[config.mk]
export PLATFORM = sky130hd
export DESIGN_NAME = failsafe_bank
export DESIGN_NICKNAME = d
export VERILOG_FILES = /design/src/core/fsmap_pkg.sv /design/src/core/link_watchdog.sv /design/src/core/failsafe_bank.sv
export SDC_FILE = /design/constraint.sdc
export NUM_CORES = 1
export LEC_CHECK = 0
export ABC_AREA = 1
export BUFFER_PORTS_ARGS = -buffer_cell sky130_fd_sc_hd__buf_4
export CORE_UTILIZATION = 45
export DETAILED_ROUTE_END_ITERATION = 10
export PLACE_DENSITY = 0.72
export SYNTH_ARGS = -nofsm -noshare
export SYNTH_HDL_FRONTEND = slang
export SYNTH_SLANG_ARGS = --single-unit
[constraint.sdc]
create_clock -name clk_i -period 4.85 [get_ports clk_i]
set_input_delay 0 -clock clk_i [delete_from_list [all_inputs] [get_ports clk_i]]
set_output_delay 0 -clock clk_i [all_outputs]
set_load 0.05 [all_outputs]
[src/core/fsmap_pkg.sv]
// Purpose: Shared constants for the fail-safe map and link supervision bank
// Assumes: 200 MHz clock, APB register access, 32-bit data, one word per register
// Notes: Register byte address is four times the register index
package fsmap_pkg;
   localparam int CLK_NS = 5;
   localparam int TICK_NS = 1000;
   localparam int TICK_CYCLES_DEF = (TICK_NS + CLK_NS - 1) / CLK_NS;

   localparam logic [11:0] IDX_MAP_CD = 12'h081;
   localparam logic [11:0] IDX_MAP_EF = 12'h082;
   localparam logic [11:0] IDX_MAP_GH = 12'h083;
   localparam logic [11:0] IDX_LINK_CFG = 12'h084;
   localparam logic [11:0] IDX_IRQ_STATUS = 12'h088;
   localparam logic [11:0] IDX_IRQ_CLEAR = 12'h089;
   localparam logic [11:0] IDX_IRQ_ENABLE = 12'h08A;
   localparam logic [11:0] IDX_FS_STATUS = 12'h08B;
   localparam logic [11:0] ADDR_MAP_CD = IDX_MAP_CD << 2;
   localparam logic [11:0] ADDR_MAP_EF = IDX_MAP_EF << 2;
   localparam logic [11:0] ADDR_MAP_GH = IDX_MAP_GH << 2;
   localparam logic [11:0] ADDR_LINK_CFG = IDX_LINK_CFG << 2;
   localparam logic [11:0] ADDR_IRQ_STATUS = IDX_IRQ_STATUS << 2;
   localparam logic [11:0] ADDR_IRQ_CLEAR = IDX_IRQ_CLEAR << 2;
   localparam logic [11:0] ADDR_IRQ_ENABLE = IDX_IRQ_ENABLE << 2;
   localparam logic [11:0] ADDR_FS_STATUS = IDX_FS_STATUS << 2;

   localparam int MAP_LO0_POS = 0;
   localparam int MAP_LO1_POS = 1;
   localparam int MAP_HI0_POS = 4;
   localparam int MAP_HI1_POS = 5;
   localparam logic [7:0] MAP_MASK = 8'h33;
   localparam int WDT_POS = 4;
   localparam int BWT_POS = 1;
   localparam int ACK_POS = 0;
   localparam logic [3:0] WDT_OFF = 4'h0;
   localparam logic [3:0] WDT_DIRECT_MIN = 4'hC;
   localparam int IRQ_FS_ENTER = 0;
   localparam int IRQ_FS_EXIT = 1;
   localparam logic [7:0] RESET_BYTE = 8'h00;
   localparam int EEP_CD_POS = 0;
   localparam int EEP_EF_POS = 8;
   localparam int EEP_GH_POS = 16;
   localparam int EEP_LINK_POS = 24;

   typedef enum logic [0:0] {
      ST_LOAD = 1'b0,
      ST_RUN = 1'b1
   } bank_state_e;

   // Watchdog timeout in microseconds, zero where no timer runs
   function automatic logic [18:0] wd_timeout_us(input logic [3:0] code);
      logic [18:0] us;
      us = 19'h00000;
      unique case (code)
         4'h1: us = 19'd200;
         4'h2: us = 19'd500;
         4'h3: us = 19'd1000;
         4'h4: us = 19'd2000;
         4'h5: us = 19'd5000;
         4'h6: us = 19'd10000;
         4'h7: us = 19'd20000;
         4'h8: us = 19'd50000;
         4'h9: us = 19'd100000;
         4'hA: us = 19'd200000;
         4'hB: us = 19'd500000;
         default: us = 19'h00000;
      endcase
      return us;
   endfunction

   // Break waiting time in microseconds
   function automatic logic [12:0] break_wait_us(input logic [2:0] code);
      logic [12:0] us;
      us = 13'h0000;
      unique case (code)
         3'h0: us = 13'd1000;
         3'h1: us = 13'd125;
         3'h2: us = 13'd250;
         3'h3: us = 13'd500;
         3'h4: us = 13'd1250;
         3'h5: us = 13'd2500;
         3'h6: us = 13'd5000;
         3'h7: us = 13'd5000;
      endcase
      return us;
   endfunction
endpackage

[src/core/link_watchdog.sv]
// Purpose: Communication watchdog timer with a microsecond tick divider
// Assumes: Code and restart come from logic on the same clock
// Notes: Expiry is a one-cycle pulse, then the timer waits for a restart
`timescale 1ns/1ps
module link_watchdog #(
   parameter int TICK_CYCLES = fsmap_pkg::TICK_CYCLES_DEF
) (
   input wire logic clk_i,
   input wire logic rst_i,
   input wire logic [3:0] code_i,
   input wire logic restart_i,
   output logic expired_o
);
   typedef struct packed {
      logic [15:0] div;
      logic [18:0] cnt;
      logic done;
      logic expired;
   } wd_s;

   wd_s q;
   wd_s d;
   logic [18:0] limit;
   logic tick;

   always_comb begin
      d = q;
      d.expired = 1'b0;
      limit = fsmap_pkg::wd_timeout_us(code_i);
      tick = (q.div == 16'(TICK_CYCLES - 1));
      if (restart_i) begin
         d.div = 16'h0000;
         d.cnt = 19'h00000;
         d.done = 1'b0;
      end else if (limit != 19'h00000 && !q.done) begin
         d.div = tick ? 16'h0000 : q.div + 16'h0001;
         if (tick) begin
            d.cnt = q.cnt + 19'h00001;
            if (q.cnt + 19'h00001 >= limit) begin
               d.done = 1'b1;
               d.expired = 1'b1;
            end
         end
      end
   end

   always_ff @(posedge clk_i or posedge rst_i) begin
      if (rst_i) begin
         q <= '0;
      end else begin
         q <= d;
      end
   end

   assign expired_o = q.expired;
endmodule

[src/core/failsafe_bank.sv]
// Purpose: Fail-safe channel map and link supervision register bank on APB
// Assumes: EEPROM image and link activity come from logic on this clock
// Notes: Fail-safe inputs are pins and pass a two-stage synchroniser
// Functional notes
// - Map register cd holds c0, c1 at 0,1
// - Map register cd holds d1, d0 at 5,4
// - Map register ef holds e1, e0 at 1,0
// - Map register ef holds f1, f0 at 5,4
// - Map register gh holds g1, g0 at 1,0
// - Map register gh holds h1, h0 at 5,4
// - Fail-safe channel follows input a or b
// - Watchdog code in bits 7-4, zero disables
// - Codes 1 to B select 200us to 500ms
// - Codes C to F enter fail-safe at once
// - Break wait code in bits 3-1
// - Bit 0 enables bus acknowledgements
// - Fields load from EEPROM image after reset
`timescale 1ns/1ps
module failsafe_bank #(
   parameter int TICK_CYCLES = fsmap_pkg::TICK_CYCLES_DEF
) (
   input wire logic clk_i,
   input wire logic rst_i,
   input wire logic [11:0] paddr_i,
   input wire logic psel_i,
   input wire logic penable_i,
   input wire logic pwrite_i,
   input wire logic [31:0] pwdata_i,
   output logic [31:0] prdata_o,
   output logic pready_o,
   output logic pslverr_o,
   input wire logic [31:0] eeprom_image_i,
   input wire logic link_txn_i,
   input wire logic failsafe_input_a,
   input wire logic failsafe_input_b,
   input wire logic [11:0] chan_drive_i,
   output logic [11:0] chan_out_o,
   output logic failsafe_state_o,
   output logic acknowledge_enable,
   output logic [2:0] break_wait_time,
   output logic [12:0] break_wait_us_o,
   output logic irq_o
);
   typedef struct packed {
      fsmap_pkg::bank_state_e st;
      logic [7:0] map_cd;
      logic [7:0] map_ef;
      logic [7:0] map_gh;
      logic [7:0] link_cfg;
      logic [1:0] irq_stat;
      logic [1:0] irq_en;
      logic fs;
      logic [1:0] fs_in_s1;
      logic [1:0] fs_in_s2;
      logic [11:0] chan;
      logic pready;
      logic pslverr;
      logic [31:0] prdata;
      logic irq;
      logic ack_en;
      logic [2:0] bwt;
      logic [12:0] bwt_us;
   } bank_s;

   bank_s q;
   bank_s d;
   logic wd_expired;
   logic wd_restart;
   logic acc;
   logic wr_en;
   logic [3:0] wdt;
   logic direct;
   logic [1:0] ev;
   logic [1:0] clr;
   logic [11:0] sel;

   function automatic logic mapped(input logic [11:0] a);
      return a == fsmap_pkg::ADDR_MAP_CD || a == fsmap_pkg::ADDR_MAP_EF ||
         a == fsmap_pkg::ADDR_MAP_GH || a == fsmap_pkg::ADDR_LINK_CFG ||
         a == fsmap_pkg::ADDR_IRQ_STATUS || a == fsmap_pkg::ADDR_IRQ_CLEAR ||
         a == fsmap_pkg::ADDR_IRQ_ENABLE || a == fsmap_pkg::ADDR_FS_STATUS;
   endfunction

   // Channel select bits in order c0 c1 d0 d1 ... h0 h1
   function automatic logic [3:0] pair_bits(input logic [7:0] m);
      return {m[fsmap_pkg::MAP_HI1_POS], m[fsmap_pkg::MAP_HI0_POS],
         m[fsmap_pkg::MAP_LO1_POS], m[fsmap_pkg::MAP_LO0_POS]};
   endfunction

   link_watchdog #(
      .TICK_CYCLES(TICK_CYCLES)
   ) u_wd (
      .clk_i(clk_i),
      .rst_i(rst_i),
      .code_i(wdt),
      .restart_i(wd_restart),
      .expired_o(wd_expired)
   );

   always_comb begin
      d = q;
      acc = psel_i && penable_i && q.st == fsmap_pkg::ST_RUN;
      wr_en = acc && q.pready && pwrite_i && mapped(paddr_i);
      wdt = q.link_cfg[fsmap_pkg::WDT_POS +: 4];
      direct = wdt >= fsmap_pkg::WDT_DIRECT_MIN;
      wd_restart = link_txn_i || (wr_en && paddr_i == fsmap_pkg::ADDR_LINK_CFG);
      sel = {pair_bits(q.map_gh), pair_bits(q.map_ef), pair_bits(q.map_cd)};
      clr = 2'b00;
      d.fs_in_s1 = {failsafe_input_b, failsafe_input_a};
      d.fs_in_s2 = q.fs_in_s1;
      unique case (q.st)
         fsmap_pkg::ST_LOAD: begin
            d.map_cd = eeprom_image_i[fsmap_pkg::EEP_CD_POS +: 8] & fsmap_pkg::MAP_MASK;
            d.map_ef = eeprom_image_i[fsmap_pkg::EEP_EF_POS +: 8] & fsmap_pkg::MAP_MASK;
            d.map_gh = eeprom_image_i[fsmap_pkg::EEP_GH_POS +: 8] & fsmap_pkg::MAP_MASK;
            d.link_cfg = eeprom_image_i[fsmap_pkg::EEP_LINK_POS +: 8];
            d.st = fsmap_pkg::ST_RUN;
         end
         fsmap_pkg::ST_RUN: begin
            if (wr_en) begin
               unique case (paddr_i)
                  fsmap_pkg::ADDR_MAP_CD: d.map_cd = pwdata_i[7:0] & fsmap_pkg::MAP_MASK;
                  fsmap_pkg::ADDR_MAP_EF: d.map_ef = pwdata_i[7:0] & fsmap_pkg::MAP_MASK;
                  fsmap_pkg::ADDR_MAP_GH: d.map_gh = pwdata_i[7:0] & fsmap_pkg::MAP_MASK;
                  fsmap_pkg::ADDR_LINK_CFG: d.link_cfg = pwdata_i[7:0];
                  fsmap_pkg::ADDR_IRQ_CLEAR: clr = pwdata_i[1:0];
                  fsmap_pkg::ADDR_IRQ_ENABLE: d.irq_en = pwdata_i[1:0];
                  default: clr = 2'b00;
               endcase
            end
         end
      endcase
      // Answer in the second access cycle
      if (acc && !q.pready) begin
         d.pready = 1'b1;
         d.pslverr = !mapped(paddr_i);
         d.prdata = 32'h00000000;
         unique case (paddr_i)
            fsmap_pkg::ADDR_MAP_CD: d.prdata = {24'h000000, q.map_cd};
            fsmap_pkg::ADDR_MAP_EF: d.prdata = {24'h000000, q.map_ef};
            fsmap_pkg::ADDR_MAP_GH: d.prdata = {24'h000000, q.map_gh};
            fsmap_pkg::ADDR_LINK_CFG: d.prdata = {24'h000000, q.link_cfg};
            fsmap_pkg::ADDR_IRQ_STATUS: d.prdata = {30'h00000000, q.irq_stat};
            fsmap_pkg::ADDR_IRQ_ENABLE: d.prdata = {30'h00000000, q.irq_en};
            fsmap_pkg::ADDR_FS_STATUS: d.prdata = {31'h00000000, q.fs};
            default: d.prdata = 32'h00000000;
         endcase
      end else begin
         d.pready = 1'b0;
         d.pslverr = 1'b0;
      end
      // Entry beats exit; code zero never enters on its own
      if (q.st == fsmap_pkg::ST_RUN) begin
         if (direct || (wdt != fsmap_pkg::WDT_OFF && wd_expired)) begin
            d.fs = 1'b1;
         end else if (link_txn_i) begin
            d.fs = 1'b0;
         end
      end
      ev = 2'b00;
      ev[fsmap_pkg::IRQ_FS_ENTER] = d.fs && !q.fs;
      ev[fsmap_pkg::IRQ_FS_EXIT] = !d.fs && q.fs;
      d.irq_stat = (q.irq_stat & ~clr) | ev;
      d.irq = |(d.irq_stat & d.irq_en);
      for (int i = 0; i < 12; i++) begin
         d.chan[i] = q.fs ? (sel[i] ? q.fs_in_s2[1] : q.fs_in_s2[0]) : chan_drive_i[i];
      end
      d.ack_en = d.link_cfg[fsmap_pkg::ACK_POS];
      d.bwt = d.link_cfg[fsmap_pkg::BWT_POS +: 3];
      d.bwt_us = fsmap_pkg::break_wait_us(d.bwt);
   end

   always_ff @(posedge clk_i or posedge rst_i) begin
      if (rst_i) begin
         q <= '0;
      end else begin
         q <= d;
      end
   end

   assign prdata_o = q.prdata;
   assign pready_o = q.pready;
   assign pslverr_o = q.pslverr;
   assign chan_out_o = q.chan;
   assign failsafe_state_o = q.fs;
   assign acknowledge_enable = q.ack_en;
   assign break_wait_time = q.bwt;
   assign break_wait_us_o = q.bwt_us;
   assign irq_o = q.irq;

   map_rsv_zero_a: assert property (@(posedge clk_i) disable iff (rst_i)
      ((q.map_cd | q.map_ef | q.map_gh) & ~fsmap_pkg::MAP_MASK) == 8'h00)
      else $error("reserved map bits set");

   eeprom_load_a: assert property (@(posedge clk_i) disable iff (rst_i)
      q.st == fsmap_pkg::ST_LOAD |=> q.map_cd == ($past(eeprom_image_i[7:0]) & 8'h33)
      && q.link_cfg == $past(eeprom_image_i[31:24]))
      else $error("bank not loaded from image");

   chan_follow_a: assert property (@(posedge clk_i) disable iff (rst_i)
      q.fs |=> chan_out_o[3] == ($past(q.map_cd[5]) ? $past(q.fs_in_s2[1])
      : $past(q.fs_in_s2[0])))
      else $error("channel d1 not following mapped input");

   wd_off_a: assert property (@(posedge clk_i) disable iff (rst_i)
      q.st == fsmap_pkg::ST_RUN && !q.fs && wdt == 4'h0 && !wr_en |=> !q.fs)
      else $error("fail-safe entered with watchdog off");

   direct_fs_a: assert property (@(posedge clk_i) disable iff (rst_i)
      q.st == fsmap_pkg::ST_RUN && q.link_cfg[7:6] == 2'b11 |=> failsafe_state_o)
      else $error("direct code did not enter fail-safe");

   wd_expire_a: assert property (@(posedge clk_i) disable iff (rst_i)
      wd_expired && wdt != 4'h0 |=> failsafe_state_o)
      else $error("expiry did not enter fail-safe");

   ack_write_a: assert property (@(posedge clk_i) disable iff (rst_i)
      wr_en && paddr_i == fsmap_pkg::ADDR_LINK_CFG ##1 1'b1 |=> acknowledge_enable
      == $past(q.link_cfg[0]) && break_wait_time == $past(q.link_cfg[3:1]))
      else $error("link fields not applied");

   apb_answer_a: assert property (@(posedge clk_i) disable iff (rst_i)
      acc && !q.pready |=> pready_o ##1 !pready_o)
      else $error("apb answer not one cycle");

   irq_level_a: assert property (@(posedge clk_i) disable iff (rst_i)
      irq_o == |(q.irq_stat & q.irq_en))
      else $error("interrupt level mismatch");

   fs_enter_c: cover property (@(posedge clk_i) disable iff (rst_i) $rose(failsafe_state_o));
   fs_exit_c: cover property (@(posedge clk_i) disable iff (rst_i) $fell(failsafe_state_o));
   irq_c: cover property (@(posedge clk_i) disable iff (rst_i) $rose(irq_o));
   link_wr_c: cover property (@(posedge clk_i) disable iff (rst_i)
      wr_en && paddr_i == fsmap_pkg::ADDR_LINK_CFG);
endmodule

# Yosys cells after proc, flatten, opt, wreduce, memory -nomap -nowiden

Memories as Yosys holds them, arrays and structs flattened. A register that Yosys moved wholly into a read port is not among the register bits.
Cells that the tools add are included.

Logic and storage cells: 131
ROM bits: 376
Output and inout bits: 65
Latch bits: 0
RAM bits: 0
Bits in registers: 130
Memories kept: 2

Muxes and demuxes: 47
Multipliers: 0
Equality and inequality tests: 14
Div/mod/pow operators: 0
Reduce and logical (&&, ||, !) cells: 37
Magnitude comparators: 2
Add/subtract/negate cells: 2
Shift operators: 0
Bitwise logic cells: 5

Memory list:

| name            | depth | width | read ports | clocked after memory_dff | write ports | RTL line        | source |
|---|---|---|---|---|---|---|---|
| (no name shown) | 16    | 17    | 1          | 0                        | 0           | fsmap_pkg.sv:53 | `unique case (code)` |
| (no name shown) | 8     | 13    | 1          | 1                        | 0           | fsmap_pkg.sv:74 | `unique case (code)` |

Operator list:

| kind                                                                     | number |
|---|---|
| 12-bit by 10-bit equality test with 1-bit output (second input constant) | 8 |
| 32-bit one-hot mux with 2 select lines                                   | 1 |
| 8-bit one-hot mux with 7 select lines                                    | 1 |
| 37-bit two-way mux                                                       | 1 |
| 36-bit two-way mux                                                       | 1 |
| 32-bit two-way mux                                                       | 1 |
| 8-bit two-way mux                                                        | 4 |
| 1-bit two-way mux                                                        | 28 |
| 21-bit two-way mux                                                       | 1 |
| 19-bit by 1-bit adder with 19-bit output (second input constant)         | 1 |
| 19-bit >= comparator                                                     | 1 |
| 19-bit nonzero test                                                      | 1 |
| 16-bit by 1-bit adder with 16-bit output (second input constant)         | 1 |
| 16-bit by 8-bit equality test with 1-bit output (second input constant)  | 1 |
| 16-bit two-way mux                                                       | 1 |
| 2-bit two-way mux                                                        | 8 |
| 1-bit logical AND                                                        | 11 |
| 2-bit by 1-bit != test with 1-bit output (second input constant)         | 5 |
| 2-bit AND reduction                                                      | 5 |
| 1-bit logical OR                                                         | 9 |
| 2-bit nonzero test                                                       | 3 |
| 1-bit zero test                                                          | 5 |
| 2-bit AND                                                                | 2 |
| 4-bit >= comparator (second input constant)                              | 1 |
| other kinds (6)                                                          | 6 |

# Longest topological paths before layout

Depth after elaboration: 16
Mapped depth: 17
Mapped depth without buffers: 17

# Cells and area by module

From an unflattened synthesis, not the netlist that was laid out.

Cells, all modules: 973
Area, all modules: 7165.6 sq um

Modules (own cells, without submodules):

| module        | cells each | instances | area each (sq um) |
|---|---|---|---|
| failsafe_bank | 453        | 1         | 3731.1 |
| link_watchdog | 520        | 1         | 3434.5 |

# Least setup slack after synthesis

No wires, ideal clock.

Path kind: reg2reg
Start point: reg u_wd.q[2] in the netlist's numbering
End point: reg u_wd.q[1] in the netlist's numbering
Path buffers: 0
Library setup time: 0.078 ns
Slack: 2.382 ns
Arrival time: 2.390 ns
Stages on the path, launching flop included: 17
Cells stage by stage: dfrtp_1 -> ha_1 -> nand3_1 -> nor2_1 -> nand3_1 -> nor2_1 -> nand3_1 -> xnor2_1 -> ha_1 -> nand2_1 -> nor2_1 -> nand2_1 -> nor2_1 -> nand4_1 -> nand4_1 -> nand3_1 -> a21oi_1

Cells in the longest elaborated chain, start to end: 4

Ends and longest elaborated chain:

| what                                     | RTL line            | source |
|---|---|---|
| start, declared                          | link_watchdog.sv:21 | `wd_s q;` |
| start signal, assigned                   | link_watchdog.sv:49 | `q <= '0;` |
| start signal, assigned                   | link_watchdog.sv:51 | `q <= d;` |
| 19-bit by 1-bit adder with 19-bit output | link_watchdog.sv:39 | `if (q.cnt + 19'h00001 >= limit) begin` |
| 19-bit >= comparator                     | link_watchdog.sv:39 |  |
| 2-bit nonzero test (no line)             | n/a                 |  |
| 3-bit AND reduction (no line)            | n/a                 |  |

No other way between the ends.
A chain may end at the register's enable or synchronous reset.

# Final worst setup path

Ends and elaborated chain as after synthesis.

==> impl_metrics.env <==
export IMPL_status="finished clean"
export IMPL_peakVddDrop_v=0.000250
export IMPL_grt_max_degree=53
export IMPL_clockBufferDepth=2
export IMPL_crit_fanout=5
export IMPL_via_count=5764
export IMPL_p_int_mw=1.42
export IMPL_ant_nets=0
export IMPL_cts_sinks=103
export IMPL_netlist_top_cells_count="nand2_1, dfrtp_1, inv_1"
export IMPL_htreeDepth=3
export IMPL_max_slew_margin_pct=38.0
export IMPL_tightest_slew_ns=0.922
export IMPL_fin_util_pct=55.5
export IMPL_synth_area_leader_cell="dfrtp_1"
export IMPL_syn_area_um2=6610
export IMPL_place_area_um2=7150
export IMPL_crit_buf_inv=0
export IMPL_finalPower_mw=2.13
export IMPL_regToRegEndpoint="u_wd.q[1]"
export IMPL_vias_per_cell=4.98
export IMPL_finalNetCount=1101
export IMPL_hold_viol_final=0
export IMPL_p_comb_share_pct=23.0
export IMPL_grt_pass1_wl_mm=25.8
export IMPL_r2r_setup_slack_ns=1.90
export IMPL_p_leak_nw=4.03
export IMPL_grt_pass1_vias=5516
export IMPL_cts_tree="yes"
export IMPL_wl_per_cell_um=13.5
export IMPL_power_density_nw_per_um2=273
export IMPL_start_util_pct=46.9
export IMPL_power_switching_mw=0.715
export IMPL_hold_path_depth=4
export IMPL_required_ns=5.13
export IMPL_synth_ff_type="dfrtp_1"
export IMPL_reg2regPathDepth=16
export IMPL_critPathKind="reg2reg"
export IMPL_setup_viol=0
export IMPL_swShare_pct=33.5
export IMPL_num_rows=43
export IMPL_ys_seq_area_share_pct=39.0
export IMPL_crit_family="simple AND/OR/NAND/NOR gates"
export IMPL_die_area_um2=15200
export IMPL_io_pins=161
export IMPL_holdPathEnd="u_wd.q[35]"
export IMPL_p_seq_share_pct=44.3
export IMPL_drt_first_pass_iters=5
export IMPL_slowest_delay_ns=0.41
export IMPL_antenna_found_initial=0
export IMPL_yosysWarnings=0
export IMPL_drt_initial_drc_count=286
export IMPL_netlist_instances=873
export IMPL_gp_congestion=0.909
export IMPL_hpwl_mm=11.3
export IMPL_cts_buffers=9
export IMPL_crit_slowest_cell="dfrtp_1"
export IMPL_synth_top_cells_by_area="dfrtp_1, nand2_1, buf_4, ha_1, nand3_1"
export IMPL_fmax_mhz=339
export IMPL_n_antenna_cell=0
export IMPL_yosysMostFrequentCell="nand2_1"
export IMPL_portBuffers=100
export IMPL_post_route_period_util_pct=60.8
export IMPL_postCtsSetupBuffers=0
export IMPL_clk_pin_slew_worst_paths_ns=0.07
export IMPL_overflow=0
export IMPL_flow_area_growth_from_synthesis_pct=18.2
export IMPL_clock_latency_ns=0.36
export IMPL_worstPathCellList="ha_1, nand3_1, nor2_1, nand3_1, nor2_1, nand3_1, xnor2_1, ha_1, nand2_1, nor2_1, nand2_1, nor2_1, nand4_1, nand4_1, nand3_1, a21oi_1"
export IMPL_cp_arrival_ns=3.23
export IMPL_rsz0062_at_grt="no"
export IMPL_cp_end_kind="register"
export IMPL_finalCriticalPeriod_ns=2.95
export IMPL_drt_total_wl_mm=15.7
export IMPL_fp_dieW_um=123
export IMPL_hold_start="link_txn_i"
export IMPL_synth_edf_count=0
export IMPL_finClkSkew_ns=0.00823
export IMPL_drive_above_1_share_pct=15.9
export IMPL_synth_area_per_cell_um2=7.57
export IMPL_p_clk_share_pct=32.7
export IMPL_drv_slew=0
export IMPL_ys_ff_latch=103
export IMPL_hp_class="in2reg"
export IMPL_drv_cap=0
export IMPL_grt_usage_pct=21.8
export IMPL_core_area_um2=14100
export IMPL_drc=0
export IMPL_ys_types=46
export IMPL_synth_top_cell_area_share_pct=39.0
export IMPL_startpoint_type="register"
export IMPL_setup_tns_ns=0
export IMPL_clk_root_buffer_cell="clkbuf_16"
export IMPL_r2r_start="u_wd.q[2]"
export IMPL_ys_async_sr_fraction_pct=100
export IMPL_die_y_um=123
export IMPL_whs_ns=0.0146
export IMPL_postLayoutCellArea_um2=7820
==> worst min-delay path: cells and delay by family <==
kind                   cells  cell delay [ns]
and+or+nand+nor            1             0.11
AOI/OAI and AO/OA          1             0.06
buffers and inverters      2             0.16
==> worst max path at each step <==
| stage | start | endpoint | depth (start not counted) |
|---|---|---|---|
| final | u_wd.q[2] | u_wd.q[1] | 16 |
| after global routing | u_wd.q[2] | u_wd.q[1] | 16 |
| after CTS | u_wd.q[2] | u_wd.q[1] | 16 |
| after detailed placement | u_wd.q[2] | u_wd.q[1] | 16 |
| after global placement | u_wd.q[2] | u_wd.q[1] | 16 |
| after floorplan | rst_i | break_wait_time[0] | 1 |
==> final cells by class <==
class	count	area [µm²]
sequential	103	2580
clock inverter	7	56.3
fill	1348	6280
timing repair buffer	139	1140
inverter	95	362
tap	180	225
clock buffer	9	225
multi-input combinational	624	3230
==> logic make-up after synthesis <==
kind of cell / after synthesis / share of synthesized area [%]
and+or+nand+nor: 437 / 29.1
buffers and inverters: 169 / 13.4
AOI/OAI and AO/OA: 105 / 8.91
DFF: 103 / 39.0
adders and majority gates: 33 / 6.25
xor gates and xnor gates: 22 / 2.91
other: 2 / 0.114
muxes: 2 / 0.303
==> repair_timing <==
| item | 4_1_cts | 5_1_grt |
|---|---|---|
| gates resized for setup | 0 | 0 |
| endpoints found under the hold margin | 87 | 0 |
| setup endpoints to repair | 0 | 0 |
| hold buffers | 38 | 0 |
==> per-layer routing <==
metal / share of wire (%) / GRT usage (%) / up-vias
li1: - / - / 2928
met1: 45 / 27.5 / 2674
met2: 47 / 37.1 / 149
met3: 6.5 / 6.09 / 13
met4: 0.94 / 4.74 / 0
met5: 0 / 0 / -
==> per-stage QoR <==
step | setup slack (ns) | std cells
finish | 1.90 | 1157
global route | 1.63 | 1157
CTS | 1.92 | 1157
detailed placement | 1.95 | 1103
global placement | 2.00 | 1103
floorplan | 2.15 | 896
==> power groups by stage <==
stage,clock network [mW],logic [mW],registers [mW]
floorplan,0,0.386,0.954
global placement,0,0.461,0.960
detailed placement,0,0.463,0.961
CTS,0.713,0.491,0.945
global route,0.742,0.538,0.952
finish,0.698,0.491,0.946
==> state kept, by name, summed over array words and instances, names as in the netlist <==
signal and cells:
u_wd.q 36, q 25, break_wait_us_o 13, chan_out_o 12, prdata_o 8, break_wait_time 2, d 2, failsafe_state_o 1
irq_o 1, pready_o 1, pslverr_o 1, u_wd.expired_o 1
==> cells in the final DEF, fill, tap and decap left out, types with 4 or more instances in the layout <==
cell type	count
nand3_1	72
inv_2	10
nand2_1	236
nor2_1	73
xor2_1	15
nor4_1	5
buf_4	101
ha_1	33
o21ai_1	9
o22ai_1	4
conb_1	25
xnor2_1	7
nand4_1	15
inv_1	82
dlygate4sd3_1	38
nor3_1	10
nand2_2	7
dfrtp_1	103
a21oi_1	16
o21ai_0	56
clkbuf_16	9
nor2_2	4
o211ai_1	9
No activity file was read; power rests on OpenSTA's default activity.
